`src/rtl/serial_port_pkg.sv`:
```
// Constants for the serial port receiver and synchronous slave block.
// Assumes a 25 MHz system clock and a 32-bit Avalon-MM register bus.
// ==========================================================================
package serial_port_pkg;

  // ========================================================================
  // Register word addresses, each register in byte lane 0
  localparam logic [3:0] RCV_CTRL_ADDR  = 4'h0;
  localparam logic [3:0] XMT_CTRL_ADDR  = 4'h1;
  localparam logic [3:0] BAUD_CTRL_ADDR = 4'h2;
  localparam logic [3:0] BAUD_LO_ADDR   = 4'h3;
  localparam logic [3:0] BAUD_HI_ADDR   = 4'h4;
  localparam logic [3:0] RCV_BUF_ADDR   = 4'h5;
  localparam logic [3:0] XMT_REG_ADDR   = 4'h6;
  localparam logic [3:0] IRQ_STAT_ADDR  = 4'h7;
  localparam logic [3:0] IRQ_MASK_ADDR  = 4'h8;
  localparam logic [3:0] SYS_CTRL_ADDR  = 4'h9;

  // ========================================================================
  // Receive status control fields
  localparam int RC_PORT_EN   = 7;
  localparam int RC_NINE      = 6;
  localparam int RC_SINGLE    = 5;
  localparam int RC_CONT      = 4;
  localparam int RC_ADDR_DET  = 3;
  localparam int RC_FRAME_ERR = 2;
  localparam int RC_OVERRUN   = 1;
  localparam int RC_NINTH     = 0;

  // Transmit status control fields
  localparam int TX_CLK_MST = 7;
  localparam int TX_NINE    = 6;
  localparam int TX_EN      = 5;
  localparam int TX_SYNC    = 4;
  localparam int TX_EMPTY   = 1;
  localparam int TX_NINTH   = 0;

  // Baud control fields
  localparam int BC_AB_OVF = 7;
  localparam int BC_IDLE   = 6;
  localparam int BC_WIDE   = 3;
  localparam int BC_WAKE   = 1;
  localparam int BC_AB_EN  = 0;

  // Interrupt status bits, also irq enables
  localparam int IRQ_RX = 0;
  localparam int IRQ_TX = 1;

  // System control bits
  localparam int SC_SLEEP = 0;
  localparam int SC_PERI  = 1;
  localparam int SC_GLOB  = 2;

  // ========================================================================
  // Reset values
  localparam logic [7:0] RCV_CTRL_RST  = 8'h00;
  localparam logic [7:0] XMT_CTRL_RST  = 8'h02;
  localparam logic [7:0] BAUD_CTRL_RST = 8'h40;

  // Last sample count of a bit (16 samples per bit) and receive sample point
  localparam logic [3:0] OVERSAMPLE = 4'hf;
  localparam logic [3:0] MID_SAMPLE = 4'h7;

endpackage

```
`src/rtl/pin_sync.sv`:
```
// Three-stage pin synchroniser with agreement filter.
// Assumes the pin is asynchronous to sys_clk_in.
`timescale 1ns/10ps
module pin_sync (
  // Clock and reset
  input  wire logic sys_clk_in,
  input  wire logic rst_n_in,
  // Pin and filtered level
  input  wire logic pin_in,
  output logic      level_out
);

  typedef struct packed {
    logic [2:0] stage;
    logic       level;
  } sync_state_t;

  sync_state_t st_r;
  sync_state_t st_nxt;

  // Shift chain; level follows once last two agree
  always_comb begin
    st_nxt = st_r;
    st_nxt.stage = {st_r.stage[1:0], pin_in};
    if (st_r.stage[1] == st_r.stage[2]) begin
      st_nxt.level = st_r.stage[2];
    end
  end

  // State register, idle high
  always_ff @(posedge sys_clk_in) begin
    if (!rst_n_in) begin
      st_r <= '{stage: 3'h7, level: 1'b1};
    end else begin
      st_r <= st_nxt;
    end
  end

  assign level_out = st_r.level;

endmodule

```
`src/rtl/serial_port.sv`:
```
// Serial port: async receiver with address detect and wake,
// synchronous slave transmit and receive on an external clock.
// Assumes an Avalon-MM master and a remote transmitter or clock master.
`timescale 1ns/10ps
module serial_port #(
  parameter int AB_WIDTH = 16
) (
  // Clock and reset
  input  wire logic        sys_clk_in,
  input  wire logic        rst_n_in,
  // Avalon-MM slave
  input  wire logic [3:0]  avs_address_in,
  input  wire logic        avs_read_in,
  input  wire logic        avs_write_in,
  input  wire logic [31:0] avs_writedata_in,
  input  wire logic [3:0]  avs_byteenable_in,
  output logic [31:0]      avs_readdata_out,
  output logic             avs_waitrequest_out,
  // Serial pins
  input  wire logic        rx_pin_in,
  input  wire logic        ck_pin_in,
  output logic             dt_out,
  output logic             dt_oe_out,
  // Interrupt and wake
  output logic             irq_out,
  output logic             wake_out
);

  // Elaboration check on the auto-baud counter width
  if (AB_WIDTH < 8 || AB_WIDTH > 16) begin : g_bad_ab_width
    $error("AB_WIDTH out of range");
  end

  typedef enum logic [1:0] {
    RX_IDLE  = 2'b00,
    RX_START = 2'b01,
    RX_DATA  = 2'b10,
    RX_STOP  = 2'b11
  } rx_state_t;

  typedef struct packed {
    logic [7:0]  rcv_ctrl;
    logic [7:0]  xmt_ctrl;
    logic [7:0]  baud_ctrl;
    logic [15:0] divisor;
    logic [7:0]  rcv_buf;
    logic [7:0]  xmt_reg;
    logic        xmt_full;
    logic        xmt_ninth;
    logic [1:0]  irq_stat;
    logic [1:0]  irq_mask;
    logic [2:0]  sys_ctrl;
    logic        ack;
    logic [31:0] rdata;
    logic [15:0] div_cnt;
    logic [3:0]  smp_cnt;
    logic [3:0]  bit_cnt;
    logic [8:0]  rx_shift;
    rx_state_t   rx_st;
    logic        rx_prev;
    logic        ck_prev;
    logic [8:0]  tx_shift;
    logic [3:0]  tx_left;
    logic        tx_busy;
    logic [AB_WIDTH-1:0] ab_cnt;
  } port_state_t;

  port_state_t st_r;
  port_state_t st_nxt;
  logic        rx_lvl;
  logic        ck_lvl;
  logic        acc;
  logic        wr_hit;
  logic        tick;
  logic        sync_mode;
  logic        rx_on;
  logic        ck_fall;
  logic        ck_rise;
  logic [15:0] div_top;

  // Pin synchronisers
  pin_sync rx_sync (
    .sys_clk_in (sys_clk_in),
    .rst_n_in   (rst_n_in),
    .pin_in     (rx_pin_in),
    .level_out  (rx_lvl)
  );
  pin_sync ck_sync (
    .sys_clk_in (sys_clk_in),
    .rst_n_in   (rst_n_in),
    .pin_in     (ck_pin_in),
    .level_out  (ck_lvl)
  );

  // Byte lane merge for register writes
  function automatic logic [7:0] lane0(input logic [7:0] old,
                                       input logic [31:0] wd,
                                       input logic [3:0] be);
    lane0 = be[0] ? wd[7:0] : old;
  endfunction

  // Bus handshake and decoded strobes
  assign acc       = (avs_read_in | avs_write_in) & ~st_r.ack;
  assign wr_hit    = avs_write_in & ~st_r.ack;
  assign sync_mode = st_r.xmt_ctrl[serial_port_pkg::TX_SYNC];
  assign rx_on     = st_r.rcv_ctrl[serial_port_pkg::RC_PORT_EN]
                   & (st_r.rcv_ctrl[serial_port_pkg::RC_CONT]
                   | st_r.rcv_ctrl[serial_port_pkg::RC_SINGLE]);
  assign ck_fall   = st_r.ck_prev & ~ck_lvl;
  assign ck_rise   = ~st_r.ck_prev & ck_lvl;
  // Divider width follows the wide generator select
  assign div_top   = st_r.baud_ctrl[serial_port_pkg::BC_WIDE]
                   ? st_r.divisor : {8'h00, st_r.divisor[7:0]};
  assign tick      = (st_r.div_cnt == 16'h0000);

  // Next-state logic
  always_comb begin
    logic [7:0] wb;
    logic       load_buf;
    logic       ninth;
    logic       rx_set;
    logic       tx_set;
    wb       = 8'h00;
    load_buf = 1'b0;
    ninth    = 1'b0;
    rx_set   = 1'b0;
    tx_set   = 1'b0;
    st_nxt   = st_r;
    st_nxt.ack     = acc;
    st_nxt.rx_prev = rx_lvl;
    st_nxt.ck_prev = ck_lvl;

    // Oversample divider enable pulse
    st_nxt.div_cnt = tick ? div_top : st_r.div_cnt - 16'h0001;

    // Async receiver
    if (!sync_mode && rx_on) begin
      if (st_r.baud_ctrl[serial_port_pkg::BC_WAKE]) begin
        // Falling edge wakes, nothing received
        if (st_r.rx_prev && !rx_lvl) begin
          rx_set = 1'b1;
          st_nxt.baud_ctrl[serial_port_pkg::BC_WAKE] = 1'b0;
        end
      end else if (tick) begin
        st_nxt.smp_cnt = st_r.smp_cnt + 4'h1;
        unique case (st_r.rx_st)
          RX_IDLE: begin
            if (!rx_lvl) begin
              st_nxt.rx_st   = RX_START;
              st_nxt.smp_cnt = 4'h0;
            end
          end
          RX_START: begin
            if (st_r.smp_cnt == serial_port_pkg::MID_SAMPLE) begin
              st_nxt.rx_st   = rx_lvl ? RX_IDLE : RX_DATA;
              st_nxt.smp_cnt = 4'h0;
              st_nxt.bit_cnt = 4'h0;
            end
          end
          RX_DATA: begin
            if (st_r.smp_cnt == serial_port_pkg::OVERSAMPLE) begin
              st_nxt.rx_shift = {rx_lvl, st_r.rx_shift[8:1]};
              st_nxt.bit_cnt  = st_r.bit_cnt + 4'h1;
              if (st_r.bit_cnt ==
                  (st_r.rcv_ctrl[serial_port_pkg::RC_NINE] ? 4'h8 : 4'h7))
              begin
                st_nxt.rx_st = RX_STOP;
              end
            end
          end
          RX_STOP: begin
            if (st_r.smp_cnt == serial_port_pkg::OVERSAMPLE) begin
              st_nxt.rx_st = RX_IDLE;
              load_buf = 1'b1;
              st_nxt.rcv_ctrl[serial_port_pkg::RC_FRAME_ERR] = ~rx_lvl;
            end
          end
        endcase
      end
    end else begin
      st_nxt.rx_st = RX_IDLE;
      // Bit count restarts while reception is off, no stale count
      if (!rx_on) begin
        st_nxt.bit_cnt = 4'h0;
      end
    end

    // Auto-baud timer runs while enabled in async mode
    if (!sync_mode && st_r.baud_ctrl[serial_port_pkg::BC_AB_EN]) begin
      st_nxt.ab_cnt = st_r.ab_cnt + 1'b1;
      if (&st_r.ab_cnt) begin
        st_nxt.baud_ctrl[serial_port_pkg::BC_AB_OVF] = 1'b1;
      end
    end else begin
      st_nxt.ab_cnt = '0;
      st_nxt.baud_ctrl[serial_port_pkg::BC_AB_OVF] = 1'b0;
    end

    // Idle flag low from start bit to character end
    st_nxt.baud_ctrl[serial_port_pkg::BC_IDLE] = (st_nxt.rx_st == RX_IDLE);

    // Sync slave: shift on master's clock only
    if (sync_mode && st_r.rcv_ctrl[serial_port_pkg::RC_PORT_EN]
        && !st_r.xmt_ctrl[serial_port_pkg::TX_CLK_MST]) begin
      if (rx_on && ck_fall) begin
        st_nxt.rx_shift = {rx_lvl, st_r.rx_shift[8:1]};
        st_nxt.bit_cnt  = st_r.bit_cnt + 4'h1;
        if (st_r.bit_cnt ==
            (st_r.rcv_ctrl[serial_port_pkg::RC_NINE] ? 4'h8 : 4'h7)) begin
          st_nxt.bit_cnt = 4'h0;
          load_buf = 1'b1;
        end
      end
      if (!rx_on && st_r.tx_busy && ck_rise) begin
        st_nxt.tx_shift = {1'b1, st_r.tx_shift[8:1]};
        st_nxt.tx_left  = st_r.tx_left - 4'h1;
        if (st_r.tx_left == 4'h1) begin
          st_nxt.tx_busy = 1'b0;
        end
      end
    end

    // Transmit register to shifter; one per shift-out in Sleep
    if (st_r.xmt_full && !st_nxt.tx_busy
        && st_r.xmt_ctrl[serial_port_pkg::TX_EN]) begin
      st_nxt.tx_shift = {st_r.xmt_ninth, st_r.xmt_reg};
      st_nxt.tx_left  = st_r.xmt_ctrl[serial_port_pkg::TX_NINE]
                      ? 4'h9 : 4'h8;
      st_nxt.tx_busy  = 1'b1;
      st_nxt.xmt_full = 1'b0;
      tx_set = 1'b1;
    end

    // Buffer load; address mode keeps ninth-bit-one only
    ninth = st_nxt.rcv_ctrl[serial_port_pkg::RC_NINE] ? st_nxt.rx_shift[8]
                                                      : 1'b0;
    if (load_buf) begin
      if (!(st_r.rcv_ctrl[serial_port_pkg::RC_ADDR_DET]
            && st_r.rcv_ctrl[serial_port_pkg::RC_NINE] && !ninth)) begin
        // Address detect cleared: all characters pass
        if (st_r.irq_stat[serial_port_pkg::IRQ_RX]) begin
          st_nxt.rcv_ctrl[serial_port_pkg::RC_OVERRUN] = 1'b1;
        end else begin
          st_nxt.rcv_buf = st_nxt.rcv_ctrl[serial_port_pkg::RC_NINE]
                         ? st_nxt.rx_shift[7:0] : st_nxt.rx_shift[8:1];
          // Ninth bit always one in address mode
          st_nxt.rcv_ctrl[serial_port_pkg::RC_NINTH] = ninth;
          rx_set = 1'b1;
        end
      end
    end

    // Register writes
    if (wr_hit) begin
      wb = lane0(8'h00, avs_writedata_in, avs_byteenable_in);
      if (avs_byteenable_in[0]) begin
        unique case (avs_address_in)
          serial_port_pkg::RCV_CTRL_ADDR: begin
            st_nxt.rcv_ctrl[7:3] = wb[7:3];
          end
          serial_port_pkg::XMT_CTRL_ADDR: begin
            st_nxt.xmt_ctrl[7:4] = wb[7:4];
            st_nxt.xmt_ctrl[serial_port_pkg::TX_NINTH] = wb[0];
          end
          serial_port_pkg::BAUD_CTRL_ADDR: begin
            st_nxt.baud_ctrl[serial_port_pkg::BC_WIDE]  = wb[3];
            st_nxt.baud_ctrl[serial_port_pkg::BC_WAKE]  = wb[1];
            st_nxt.baud_ctrl[serial_port_pkg::BC_AB_EN] = wb[0];
          end
          serial_port_pkg::BAUD_LO_ADDR: st_nxt.divisor[7:0]  = wb;
          serial_port_pkg::BAUD_HI_ADDR: st_nxt.divisor[15:8] = wb;
          serial_port_pkg::XMT_REG_ADDR: begin
            // Ninth bit latched with the low byte
            st_nxt.xmt_reg   = wb;
            st_nxt.xmt_ninth = st_r.xmt_ctrl[serial_port_pkg::TX_NINTH];
            st_nxt.xmt_full  = 1'b1;
          end
          serial_port_pkg::IRQ_STAT_ADDR: begin
            st_nxt.irq_stat = st_r.irq_stat & ~wb[1:0];
          end
          serial_port_pkg::IRQ_MASK_ADDR: st_nxt.irq_mask = wb[1:0];
          serial_port_pkg::SYS_CTRL_ADDR: st_nxt.sys_ctrl = wb[2:0];
          default: begin
          end
        endcase
      end
    end

    // Overrun clears while continuous receive is off
    if (!st_nxt.rcv_ctrl[serial_port_pkg::RC_CONT]) begin
      st_nxt.rcv_ctrl[serial_port_pkg::RC_OVERRUN] = 1'b0;
    end

    // Reading the buffer releases the receive flag
    if (avs_read_in && !st_r.ack && avs_address_in ==
        serial_port_pkg::RCV_BUF_ADDR) begin
      st_nxt.irq_stat[serial_port_pkg::IRQ_RX] = 1'b0;
    end

    // Events win over clears
    if (rx_set) begin
      st_nxt.irq_stat[serial_port_pkg::IRQ_RX] = 1'b1;
    end
    if (tx_set) begin
      st_nxt.irq_stat[serial_port_pkg::IRQ_TX] = 1'b1;
    end
    st_nxt.xmt_ctrl[serial_port_pkg::TX_EMPTY] = ~st_nxt.tx_busy;

    // Read data mux
    unique case (avs_address_in)
      serial_port_pkg::RCV_CTRL_ADDR:  st_nxt.rdata = {24'h0, st_r.rcv_ctrl};
      serial_port_pkg::XMT_CTRL_ADDR:  st_nxt.rdata = {24'h0, st_r.xmt_ctrl};
      serial_port_pkg::BAUD_CTRL_ADDR: st_nxt.rdata = {24'h0, st_r.baud_ctrl};
      serial_port_pkg::BAUD_LO_ADDR:
        st_nxt.rdata = {24'h0, st_r.divisor[7:0]};
      serial_port_pkg::BAUD_HI_ADDR:
        st_nxt.rdata = {24'h0, st_r.divisor[15:8]};
      serial_port_pkg::RCV_BUF_ADDR:   st_nxt.rdata = {24'h0, st_r.rcv_buf};
      serial_port_pkg::IRQ_STAT_ADDR:
        st_nxt.rdata = {30'h0, st_r.irq_stat};
      serial_port_pkg::IRQ_MASK_ADDR:
        st_nxt.rdata = {30'h0, st_r.irq_mask};
      serial_port_pkg::SYS_CTRL_ADDR:
        st_nxt.rdata = {29'h0, st_r.sys_ctrl};
      default: st_nxt.rdata = 32'h0000_0000;
    endcase
  end

  // State register
  always_ff @(posedge sys_clk_in) begin
    if (!rst_n_in) begin
      st_r <= '0;
      st_r.xmt_ctrl  <= serial_port_pkg::XMT_CTRL_RST;
      st_r.baud_ctrl <= serial_port_pkg::BAUD_CTRL_RST;
      st_r.rcv_ctrl  <= serial_port_pkg::RCV_CTRL_RST;
      st_r.rx_prev   <= 1'b1;
      st_r.rx_st     <= RX_IDLE;
    end else begin
      st_r <= st_nxt;
    end
  end

  // Outputs
  assign avs_waitrequest_out = (avs_read_in | avs_write_in) & ~st_r.ack;
  assign avs_readdata_out    = st_r.rdata;
  assign dt_out              = st_r.tx_shift[0];
  assign dt_oe_out           = st_r.tx_busy & sync_mode & ~rx_on;
  // Flag gated by its enable
  assign irq_out  = |(st_r.irq_stat & st_r.irq_mask);
  // Wake from Sleep needs peripheral enable
  assign wake_out = st_r.sys_ctrl[serial_port_pkg::SC_SLEEP]
                  & st_r.sys_ctrl[serial_port_pkg::SC_PERI] & irq_out;

endmodule

```
`config.mk`:
```
export PLATFORM = sky130hd
export DESIGN_NAME = serial_port
export DESIGN_NICKNAME = d
export VERILOG_FILES = /design/src/rtl/serial_port_pkg.sv /design/src/rtl/pin_sync.sv /design/src/rtl/serial_port.sv
export SDC_FILE = /design/constraint.sdc
export NUM_CORES = 1
export LEC_CHECK = 0
export BUFFER_PORTS_ARGS = -buffer_cell sky130_fd_sc_hd__buf_2
export CORE_MARGIN = 4
export CORE_UTILIZATION = 50
export DETAILED_ROUTE_END_ITERATION = 10
export PLACE_DENSITY = 0.71
export SYNTH_ARGS = -nofsm -noshare
export SYNTH_HDL_FRONTEND = slang
export SYNTH_SLANG_ARGS = --single-unit
```
`constraint.sdc`:
```
create_clock -name sys_clk_in -period 3.76 [get_ports sys_clk_in]
set_input_delay 0.752 -clock sys_clk_in [delete_from_list [all_inputs] [get_ports sys_clk_in]]
set_output_delay 0.752 -clock sys_clk_in [all_outputs]
set_load 0.02 [all_outputs]
```
# Yosys cells after proc, flatten, opt, wreduce, memory -nomap -nowiden
# Index checks and enable logic that the tools add are counted.
# op_classes
n_eq_ne	18
addsub	5
n_bitwise	23
n_mux	72
n_reduce_logical	52
# ops
cell	count
8-bit case mux with 9 select lines	1
8-bit 2-to-1 mux	8
15-bit 2-to-1 mux	3
14-bit 2-to-1 mux	3
3-bit AND reduction	13
18-bit 2-to-1 mux	2
9-bit 2-to-1 mux	4
16-bit 2-to-1 mux	2
13-bit 2-to-1 mux	2
2-bit 2-to-1 mux	13
1-bit 2-to-1 mux	25
4-bit by 3-bit equality test with 1-bit output, second input constant	5
4-bit 2-to-1 mux	5
16-bit by 1-bit adder with 16-bit output, second input constant	1
16-bit zero test	1
4-bit case mux with 2 select lines	2
16-bit AND reduction	1
16-bit by 1-bit subtractor with 16-bit output, second input constant	1
1-bit logical AND	14
4-bit equality test, second input constant	3
2-bit nonzero test	5
1-bit bitwise AND	9
1-bit inverter	9
3-bit nonzero test	3
other kinds (19)	35
# totals
input_bits	46
register_bits	168

# Depth between registers and ports, before layout
# Gate-level depths: netlist of the first run.
# depth
word_depth	18
depth_mapped	9
depth_no_buf	8

# By module
# A second synthesis of the first run with hierarchy kept.
# hier_totals
hier_cells	798
hier_area_um2	6975.4
# modules_own_cells
module	n_inst	cells_each	area_each_um2	seq_area_each_um2
serial_port	1	778	6750.2	2722.6
pin_sync	2	10	112.6	80.1

# Worst setup path after synthesis of the first run
# No wires, ideal clock.
# synth_path
path_type	in2reg
from	in avs_address_in[3]
to	reg st_r[138] (netlist bit)
t_arrival_ns	2.346
required_ns	3.632
setup_slack_ns	1.287
path_buffers	2
stages	7
cell_sequence	clkbuf_1 > nand2b_1 > nor3_1 > and2_1 > clkbuf_1 > mux2i_1 > nor2_1
# synth_via
elab_chain_len	2
# synth_lines
item	line	rtl
from (decl)	serial_port.sv:12	input wire logic [3:0] avs_address_in,
4-bit by 3-bit equality test with 1-bit output	serial_port.sv:257	unique case (avs_address_in)
3-bit AND reduction (no line)	n/a	
to (signal assigned)	serial_port.sv:339	st_r <= st_nxt;
to (decl)	serial_port.sv:68	port_state_t st_r;
# No other way between the ends.
# A chain may end at the register's enable or synchronous reset.

# Worst setup path in the final report of the first run
# layout_path
from	reg st_r[51] (netlist bit)
to	reg st_r[105] (netlist bit)
# layout_via
elab_chain_len	13
# layout_lines
item	line	rtl
16-bit zero test (*)	serial_port.sv:114	assign tick = (st_r.div_cnt == 16'h0000);
15-bit 2-to-1 mux	serial_port.sv:144	end else if (tick) begin
15-bit 2-to-1 mux	serial_port.sv:138	if (st_r.baud_ctrl[serial_port_pkg::BC_WAKE]) begin
9-bit 2-to-1 mux	serial_port.sv:137	if (!sync_mode && rx_on) begin
13-bit 2-to-1 mux	serial_port.sv:205	if (rx_on && ck_fall) begin
13-bit 2-to-1 mux	serial_port.sv:203	if (sync_mode && st_r.rcv_ctrl[serial_port_pkg::RC_PORT_EN]
1-bit 2-to-1 mux	serial_port.sv:235	ninth = st_nxt.rcv_ctrl[serial_port_pkg::RC_NINE] ? st_nxt.rx_shift[8]
1-bit zero test	serial_port.sv:239	&& st_r.rcv_ctrl[serial_port_pkg::RC_NINE] && !ninth)) begin
1-bit logical AND	serial_port.sv:239	
1-bit 2-to-1 mux	serial_port.sv:238	if (!(st_r.rcv_ctrl[serial_port_pkg::RC_ADDR_DET]
1-bit 2-to-1 mux (*)	serial_port.sv:237	if (load_buf) begin
3-bit nonzero test (no line)	n/a	
3-bit AND reduction (no line)	n/a	
# Mark *: on every way between the ends. The rest lies on a longest branch, timed or not.

==> summary.txt, run 1 <==
STA
  • Final setup margin: slightly above 1000 ps
  • Setup TNS: 0 ps
  • Worst-margin pin slew: a little over 900 ps
  • Clock skew: 6.098 ps
  • Slew Limit Headroom: approximately 37%
  • Final hold vios: 0
  • RSZ-0062 raised after global routing: no
  • Final period utilization: between 70% and 80%
  • Final setup violation count: 0
  • Post-layout min period: between 2000 and 3000 ps
  • Final slew viol count: 0
  • Fmax: about 370 MHz

Logic synthesis
  • Synthesized area: around 7000 µm²
  • Syn Inst Count: approximately 780
  • Asr flop ratio synth: 0%
  • Sequential share of the synthesized area: about two fifths
  • Count of cell types in the netlist: 76
  • Top-area cell type share of the netlist area: between 40 and 50%
  • Number of enable flip-flop cells after synthesis: 0
  • Synth top area cells: dfxtp_1, mux2i_1, nor2_1
  • Biggest area consumer among synthesized cells: dfxtp_1
  • Syn Area/Cell: 8.920 µm²
  • FF+latch count, synth: roughly 140
  • Primary FF master, synth: dfxtp_1
  • Count of warnings emitted by yosys: 0

Detailed routing
  • Vias: around 5,700
  • First-pass detailed-route iteration total: 5
  • DR DRC count: 0
  • Initial DRC count: between 400 and 500
  • Total Routed Length: around 17,000 µm
  • Routed Antenna Nets: 0
  • Post-DR vias/cell: a little under 6
  • Drt wl/cell: 16.83 µm

Setup path
  • Crit path launch type: flip-flop
  • Critical-path top delay cell: or4b_4
  • Crit path buf inv count: 1
  • Setup CP Type: flip-flop to flip-flop
  • CP Cell Sequence: inv_1, ha_1, or4b_4, or4_1, o21bai_1, o211a_1, nor2_2, o31a_1
  • Req. time, crit path: 4070 ps
  • Critical path endpoint category: flip-flop
  • CP peak stage delay: 530 ps
  • Crit path DAT: around 3100 ps
  • Reg2Reg Capture Point: st_r[105]
  • CP top delay family: simple AND/OR/NAND/NOR gates
  • RR Startpoint: st_r[51]
  • CP max FO: 8
  • Flop-to-flop setup slack: roughly 1000 ps
  • Length in cells of the worst reg-to-reg path: 8

Clock tree
  • Clk buf depth: 2
  • Clk slew on worst S/H paths: 60 ps
  • CTS tree: done
  • H-tree depth: 4
  • Root Buffer: clkbuf_16
  • Hold-fix buffers, CTS: 0
  • CTS resizes: 0
  • Post-CTS setup buffers: 0
  • CTS Buf Count: 17
  • Worst-Skew Late Latency: approximately 420 ps
  • # clock sinks: 144

Run
  • Max cap viols: 0

GRT
  • Largest net degree at the start of global routing: between 40 and 50
  • First-pass GRT wire length: around 27,000 µm
  • M1 GR Usage: 26.79%
  • Total GRT Usage: 20.83%
  • Initial antenna violation count: 0
  • Met3 Use GR: 4.742%
  • GRT busiest layer: met2
  • Number of global-route vias before repair: approximately 5,500
  • GRT met2 Usage: between 30% and 40%
  • Grt ovf: 0

Floorplanning
  • Die Wd: around 130 µm
  • Initial Util: 51.85%
  • Core region area: between 10,000 and 15,000 µm²
  • Io pins: between 80 and 90
  • Die Ht: 126.1 µm
  • DIE AREA: around 16,000 µm²
  • FP Rows: 42

Power
  • Cell Pwr Density: roughly 530 nW/µm²
  • Peak supply drop: about 330 µV
  • Total power: approximately 0.0040 W
  • Leak Pwr: a little under 3 nW

Place
  • Port bufs: 31
  • Pre-CTS setup slack: approximately 1100 ps
  • Routability cong.: 0.9144
  • Hpwl dp: around 12,000 µm
  • Placed Instance Area: approximately 7000 µm²

Layout
  • Most frequent cells in the layout: dfxtp_1, nor2_1, mux2i_1
  • Fraction of layout cells with a size suffix above 1: between 10 and 15%
  • Layout area overhead: 10.26%
  • Post-Layout Inst Area: between 7000 and 8000 µm²
  • Final nets: around 850
  • Ant diodes: 0
  • Commonest non-fill, non-tap cell in the layout: dfxtp_1

Hold path
  • Hold Path Stages: 1
  • HP Class: flip-flop to flip-flop
  • Min-delay src: ck_sync.st_nxt[2]
  • Worst Hold Endpoint: ck_sync.st_nxt[3]

Outcome
  • Outcome: complete, no violations
==> synthesized netlist by cell type (5+ instances only) <==
master / instances
a211oi_1: 20
a21oi_1: 41
a22oi_1: 7
a31oi_1: 6
and2_1: 13
and3_1: 8
buf_4: 32
clkbuf_1: 33
dfxtp_1: 144
ha_1: 12
inv_1: 16
mux2_2: 13
mux2i_1: 63
nand2_1: 44
nand2b_1: 10
nand3_1: 26
nand4_1: 6
nor2_1: 111
nor2b_1: 5
nor3_1: 18
o211ai_1: 8
o21ai_0: 17
o21ai_1: 7
or3_1: 5
or4_1: 5
xnor2_1: 11
xor2_1: 16
==> registers in the layout (all words and copies together), names as in the netlist <==
register           cells
st_r                 127
avs_readdata_out       8
ck_sync.st_nxt         2
rx_sync.st_nxt         2
ck_sync.level_out      1
ck_sync.st_r           1
dt_out                 1
rx_sync.level_out      1
rx_sync.st_r           1
==> power breakdown <==
part	switching [W]	leakage (nW)	internal, W
Combinational	0.000447	1.51	0.000266
Sequential	0.0000822	1.16	0.00160
Clock	0.000648	0.271	0.000992
==> area by class of cell <==
type | instances | area (µm²)
clock buffers | 19 | 442.9
multi-input cells | 573 | 3716
flip-flops and latches | 144 | 2883
well taps | 176 | 220.2
repair buffers | 41 | 230.2
inverters | 16 | 60.06
fillers | 1200 | 5762
clock inverters | 13 | 138.9
==> cell families after synthesis <==
| group | share of synthesized area [%] |
|---|---|
| simple gates | 20.75 |
| compound gates | 14.48 |
| flops | 41.33 |
| buf+inv | 6.708 |
| mux | 11.14 |
| xor+xnor | 3.390 |
| fa+ha+maj | 2.152 |
| other cells | 0.05376 |
==> worst max path at each step <==
| stage | startpoint | to | slack (ps) | depth (start not counted) |
|---|---|---|---|---|
| 2_1_floorplan | avs_address_in[3] | st_r[138] | 1290 | 7 |
| 5_1_grt | st_r[51] | st_r[105] | 920 | 8 |
| 3_5_place_dp | st_r[51] | st_r[105] | 1070 | 8 |
| 3_3_place_gp | avs_write_in | st_r[110] | 1090 | 6 |
| 6_report | st_r[51] | st_r[105] | 1020 | 8 |
| 4_1_cts | st_r[51] | st_r[105] | 1040 | 8 |
==> stage by stage <==
stage,cells,hold slack [ps],utilization (%)
detailed placement,950,397.3,52.85
global placement,950,388.6,52.85
finish,982,406.0,57.17
global route,982,420.4,57.17
CTS,982,411.2,57.17
floorplan,805,386.3,-
==> layer usage <==
metal | routed length (µm) | part of all wire (%)
met5 | 0 | 0
met4 | 422 | 2.6
met3 | 935 | 5.7
met2 | 7886 | 48
met1 | 7278 | 44
Note: power is estimated with default switching activity, not from simulation.
==> run 2: changes to the inputs <==
clock period = 2.77 ns   (was 3.76 ns; I/O delays follow)
==> run 2 against run 1 <==
Final cell count up 1.0%. Clock skew up 1.5 ps. First-iteration DRC count up 15%. Register-to-register slack worse by 870 ps. Non-clock buffer count up 10.
==> summary.txt, run 2 (synthesized netlist as in run 1, its figures left out) <==
Layout
  • Largest register FFs: 127 (unchanged)
  • Number of fill cells: 1,200 (unchanged)
  • Biggest register: st_r
  • Final nets: 861 (+1.2%)
  • Final core utilization: 57.73% (+0.56 points)
  • Layout area overhead: 11.34%
  • Ant diodes: 0 (unchanged)
  • Most frequent cells in the layout: dfxtp_1, nor2_1, mux2i_1
  • Commonest non-fill, non-tap cell in the layout: dfxtp_1
  • Fraction of layout cells with a size suffix above 1: 13.85% (+1.2 points)

Clock tree
  • Root Buffer: clkbuf_16
  • Post-CTS setup buffers: 0 (unchanged)
  • # clock sinks: 144 (unchanged)
  • Clk buf depth: 2 (unchanged)
  • Clk slew on worst S/H paths: 60 ps (about the same)
  • CTS Buf Count: 17 (unchanged)
  • H-tree depth: 4 (unchanged)
  • Worst-Skew Late Latency: 420 ps (about the same)
  • CTS tree: done

GRT
  • Initial antenna violation count: 0 (unchanged)
  • Grt ovf: 0 (unchanged)
  • First-pass GRT wire length: 27,140 µm (+0.31%)
  • Number of global-route vias before repair: 5,545 (+1.5%)
  • Total GRT Usage: 20.96% (+0.13 points)
  • Largest net degree at the start of global routing: 38 (-12%)

Setup path
  • Length in cells of the worst reg-to-reg path: 8 (unchanged)
  • Crit path launch type: flip-flop
  • Critical path endpoint category: flip-flop
  • CP max FO: 12 (+4)
  • Req. time, crit path: 3070 ps (-1000 ps)
  • Setup CP Type: flip-flop to flip-flop
  • Crit path DAT: 2920 ps (-130 ps)
  • Flop-to-flop setup slack: 150 ps (-870 ps)

STA
  • Final setup margin: 147.4 ps (-872.9 ps)
  • Final period utilization: 94.68% (+22 points)
  • Worst-margin pin slew: 725.1 ps (-205.7 ps)
  • Final setup violation count: 0 (unchanged)
  • Setup TNS: 0 ps (unchanged)
  • Clock skew: 7.608 ps (+1.510 ps)
  • Final hold vios: 0 (unchanged)
  • Post-layout min period: 2623 ps (-117.1 ps)
  • RSZ-0062 raised after global routing: no
  • Final slew viol count: 0 (unchanged)
  • Slew Limit Headroom: 51.52% (+14 points)
  • Fmax: 381.3 MHz (+4.5%)

Detailed routing
  • Post-DR vias/cell: 5.772 (about the same)
  • Initial DRC count: 486 (+15%)
  • Drt wl/cell: 16.72 µm (-0.63%)
  • Total Routed Length: 16,590 µm (+0.38%)
  • Vias: 5,726 (+0.95%)
  • DR DRC count: 0 (unchanged)
  • Routed Antenna Nets: 0 (unchanged)
  • First-pass detailed-route iteration total: 5 (unchanged)

Floorplanning
  • Io pins: 83 (unchanged)
  • Die Wd: 126.1 µm (unchanged)
  • Die Ht: 126.1 µm (unchanged)
  • FP Rows: 42 (unchanged)
  • Core region area: 13,450 µm² (unchanged)
  • Initial Util: 51.85% (unchanged)
  • DIE AREA: 15,910 µm² (unchanged)

Power
  • Leak Pwr: 2.993 nW (+1.5%)
  • Total power: 0.005542 W (+37%)
  • Peak supply drop: 394.5 µV (+18%)
  • Cell Pwr Density: 713.6 nW/µm² (+36%)

Run
  • Max cap viols: 0 (unchanged)

Place
  • Pre-CTS setup slack: 156.4 ps (-916.4 ps)
  • Hpwl dp: 12,010 µm (+0.46%)
  • Routability cong.: 0.9175 (+0.34%)
  • Port bufs: 31 (unchanged)

Hold path
  • Hold Path Stages: 2 (+1)
  • HP Class: input pin to flip-flop

Outcome
  • Outcome: complete, no violations
run 2: final cells by class:
class                   instances  area, µm²  share of cell area (%)
clock buffers                  20      446.7                   5.752
clock inverters                12      132.6                   1.708
inverters                      16      60.06                  0.7733
multi-input cells             573       3719                   47.88
flip-flops and latches        144       2883                   37.12
well taps                     176      220.2                   2.836
repair buffers                 51      305.3                   3.931
run 2: metal layers:
| metal | vias up | global-route usage, % | part of all wire [%] |
|---|---|---|---|
| met5 | - | 0 | 0 |
| met4 | 0 | 9.716 | 2.7 |
| met3 | 38 | 5.165 | 4.8 |
| met2 | 148 | 33.74 | 47 |
| met1 | 2764 | 26.53 | 45 |
| li1 | 2776 | - | - |
run 2: stage by stage:
step,hold WS [ps],cell area [µm²],cells
after global placement,389.0,7184,960
final,316.4,7766,992
after global routing,316.6,7766,992
after CTS,298.9,7764,992
after detailed placement,395.8,7184,960
after floorplan,386.3,7062,805
run 2: path summary, 6_finish.rpt:
kind | from | to
max | st_r[51] | st_r[117]
min | rx_pin_in | rx_sync.st_nxt[2]
max reg2reg | st_r[51] | st_r[117]
min reg2reg | rx_sync.st_nxt[2] | rx_sync.st_nxt[3]
run 2: timing repair:
action,4_1_cts,5_1_grt
setup endpoints to repair,0,2
gates resized for setup,0,2
hold endpoints to repair,0,0
hold buffers,0,0
run 2: power by group:
part	switching, W	internal [W]	leakage [nW]
clock	0.000887	0.00135	0.277
combinational	0.000621	0.000399	1.55
sequential	0.000108	0.00218	1.16
total	0.00162	0.00393	2.99
run 2: worst max-delay path: stages, from the launching register on:
cell and delay [ps]:
dfxtp_1 340, inv_1 100, ha_2 210, or4b_4 510, or4_4 450, o21a_4 270, o211a_2 320, o211ai_1 200
o21ai_1 100
==> run 3: changes to the inputs <==
PLACE_DENSITY = 0.67   (was 0.71)
SETUP_SLACK_MARGIN = 0.2   (was unset)
==> run 3 against run 2 <==
Worst setup slack gained 150 ps. Routed wire length up 4.0%. Flip-flop and latch count unchanged. Via count rose by 0.82%. Clock-buffer cell count unchanged. Cell area grew 0.98%. Fmax is 6.2% higher. Non-clock buffer count up 1. Final cell count is 0.20% higher. Critical path type unchanged. Critical endpoint is now st_r[124].
==> summary.txt, run 3 (synthesized netlist as in run 1, its figures left out) <==
Outcome
  • Outcome: complete, no violations

GRT
  • First-pass GRT wire length: 27,590 µm (+1.6%)
  • Largest net degree at the start of global routing: 39 (+2.6%)
  • Number of global-route vias before repair: 5,382 (-2.9%)
  • Initial antenna violation count: 0 (unchanged)
  • Grt ovf: 0 (unchanged)
  • Total GRT Usage: 21.33% (+0.37 points)

Setup path
  • Req. time, crit path: 3040 ps (-30 ps)
  • Critical path endpoint category: flip-flop
  • Flop-to-flop setup slack: 300 ps (+150 ps)
  • Setup CP Type: flip-flop to flip-flop
  • Crit path DAT: 2740 ps (-180 ps)
  • Critical-path top delay cell: or4b_4
  • CP max FO: 8 (-4)
  • CP Cell Sequence: inv_1, ha_4, or4b_4, or4_4, o21a_4, o211a_4, nor2_2, a311oi_1
  • Crit path launch type: flip-flop
  • CP peak stage delay: 480 ps (-30 ps)

Place
  • Port bufs: 31 (unchanged)
  • Hpwl dp: 12,380 µm (+3.1%)
  • Routability cong.: 0.9217 (+0.46%)
  • Pre-CTS setup slack: 163.5 ps (+7.108 ps)

Power
  • Clk pwr share: 40.6% (+0.2 points)
  • Leak Pwr: 3.018 nW (+0.82%)
  • Flop pwr share: 40.8% (-0.4 points)
  • Switch Pwr: 0.001606 W (-0.57%)
  • Comb power frac: 18.6% (+0.2 points)
  • Pint: 0.003999 W (+1.9%)
  • Cell Pwr Density: 714.7 nW/µm² (+0.16%)
  • Sw Share: 28.66% (-0.50 points)
  • Peak supply drop: 409.9 µV (+3.9%)

STA
  • Fmax: 404.8 MHz (+6.2%)
  • Final setup violation count: 0 (unchanged)
  • Final hold vios: 0 (unchanged)
  • Post-layout min period: 2470 ps (-152.2 ps)
  • Final slew viol count: 0 (unchanged)
  • Setup TNS: 0 ps (unchanged)
  • Final setup margin: 299.6 ps (+152.2 ps)
  • Slew Limit Headroom: 47.08% (-4.4 points)
  • Worst-margin pin slew: 785.5 ps (+60.34 ps)
  • RSZ-0062 raised after global routing: yes
  • Final period utilization: 89.19% (-5.5 points)
  • Clock skew: 8.424 ps (+0.8160 ps)

Clock tree
  • H-tree depth: 4 (unchanged)
  • # clock sinks: 144 (unchanged)
  • Clk buf depth: 2 (unchanged)
  • Worst-Skew Late Latency: 420 ps (about the same)
  • Clk slew on worst S/H paths: 60 ps (about the same)
  • CTS tree: done
  • Hold-fix buffers, CTS: 0 (unchanged)
  • CTS Buf Count: 17 (unchanged)
  • Root Buffer: clkbuf_16

Layout
  • Ant diodes: 0 (unchanged)
  • Layout area overhead: 12.43%
  • Most frequent cells in the layout: dfxtp_1, nor2_1, mux2i_1
  • Final nets: 863 (+0.23%)
  • Largest register FFs: 127 (unchanged)
  • Fraction of layout cells with a size suffix above 1: 14.67% (+0.82 points)
  • Number of fill cells: 1,210 (+0.83%)
  • Commonest non-fill, non-tap cell in the layout: dfxtp_1
  • Biggest register: st_r

Floorplanning
  • Initial Util: 51.85% (unchanged)
  • Io pins: 83 (unchanged)
  • DIE AREA: 15,910 µm² (unchanged)
  • Core region area: 13,450 µm² (unchanged)
  • Die Ht: 126.1 µm (unchanged)
  • Die Wd: 126.1 µm (unchanged)
  • FP Rows: 42 (unchanged)

Detailed routing
  • First-pass detailed-route iteration total: 5 (unchanged)
  • Initial DRC count: 452 (-7.0%)
  • Drt wl/cell: 17.35 µm (+3.8%)
  • DR DRC count: 0 (unchanged)
  • Routed Antenna Nets: 0 (unchanged)
  • Vias: 5,773 (+0.82%)
  • Post-DR vias/cell: 5.808 (+0.62%)
  • Total Routed Length: 17,250 µm (+4.0%)

Run
  • Max cap viols: 0 (unchanged)

Hold path
  • HP Class: input pin to flip-flop
-- run 3: changes by cell type in the layout (fill, tap and decap cells not counted), sizes merged --
cell    previous run  this run
o21a               3         4
clkinv             4         5
inv               19        18
buf               51        52
-- run 3: power groups by stage --
stage | logic [W] | registers (W) | clock network [W]
floorplan | 0.000758 | 0.00230 | 0
global placement | 0.000965 | 0.00232 | 0
detailed placement | 0.000989 | 0.00233 | 0
CTS | 0.00101 | 0.00228 | 0.00231
global route | 0.00114 | 0.00230 | 0.00241
finish | 0.00104 | 0.00229 | 0.00228
-- run 3: per-stage QoR --
stage,cell area (µm²),total power [W],hold slack (ps),util [%],cells
floorplan,7062,0.003059,386.3,-,805
CTS,7814,0.005603,308.1,58.08,993
global route,7843,0.005854,321.4,58.30,994
detailed placement,7204,0.003317,396.1,53.55,961
global placement,7204,0.003287,388.8,53.55,961
finish,7843,0.005605,325.9,58.30,994
-- run 3: metal layers --
metal	GRT usage, %	wire length, µm
met4	5.615	214
met1	28.15	7535
met2	35.18	8288
met3	5.123	1207
met5	0	0
-- run 3: critical path, delay by kind of cell, from the launching register on --
kind	cells	cell delay, ps
AND/OR/NAND/NOR	3	1100
AO/OA/AOI/OAI	3	640
flip-flops	1	320
buffers and inverters	1	110
adder cells (fa/ha/maj)	1	160
-- run 3: worst paths after layout --
path / start / end / cells after the start
worst min register to register: rx_sync.st_nxt[2] / rx_sync.st_nxt[3] / 1
worst max register to register: st_r[52] / st_r[124] / 8
worst min-delay path: ck_pin_in / ck_sync.st_nxt[2] / 2
worst max-delay path: st_r[52] / st_r[124] / 8
-- run 3: what timing repair did --
item,4_1_cts,5_1_grt
endpoints found under the setup margin,9,11
gates cloned,0,1
pin swaps,0,3
gates resized for setup,3,5
setup buffers,0,0
-- run 3: final cells by class --
type	count	area [µm²]	area share [%]
multi-input combinational	574	3754	47.86
sequential	144	2884	36.77
clock buffer	20	466.7	5.951
timing repair buffer	52	325.3	4.148
tap	176	220.2	2.808
clock inverter	12	132.6	1.691
inverter	16	60.06	0.7658
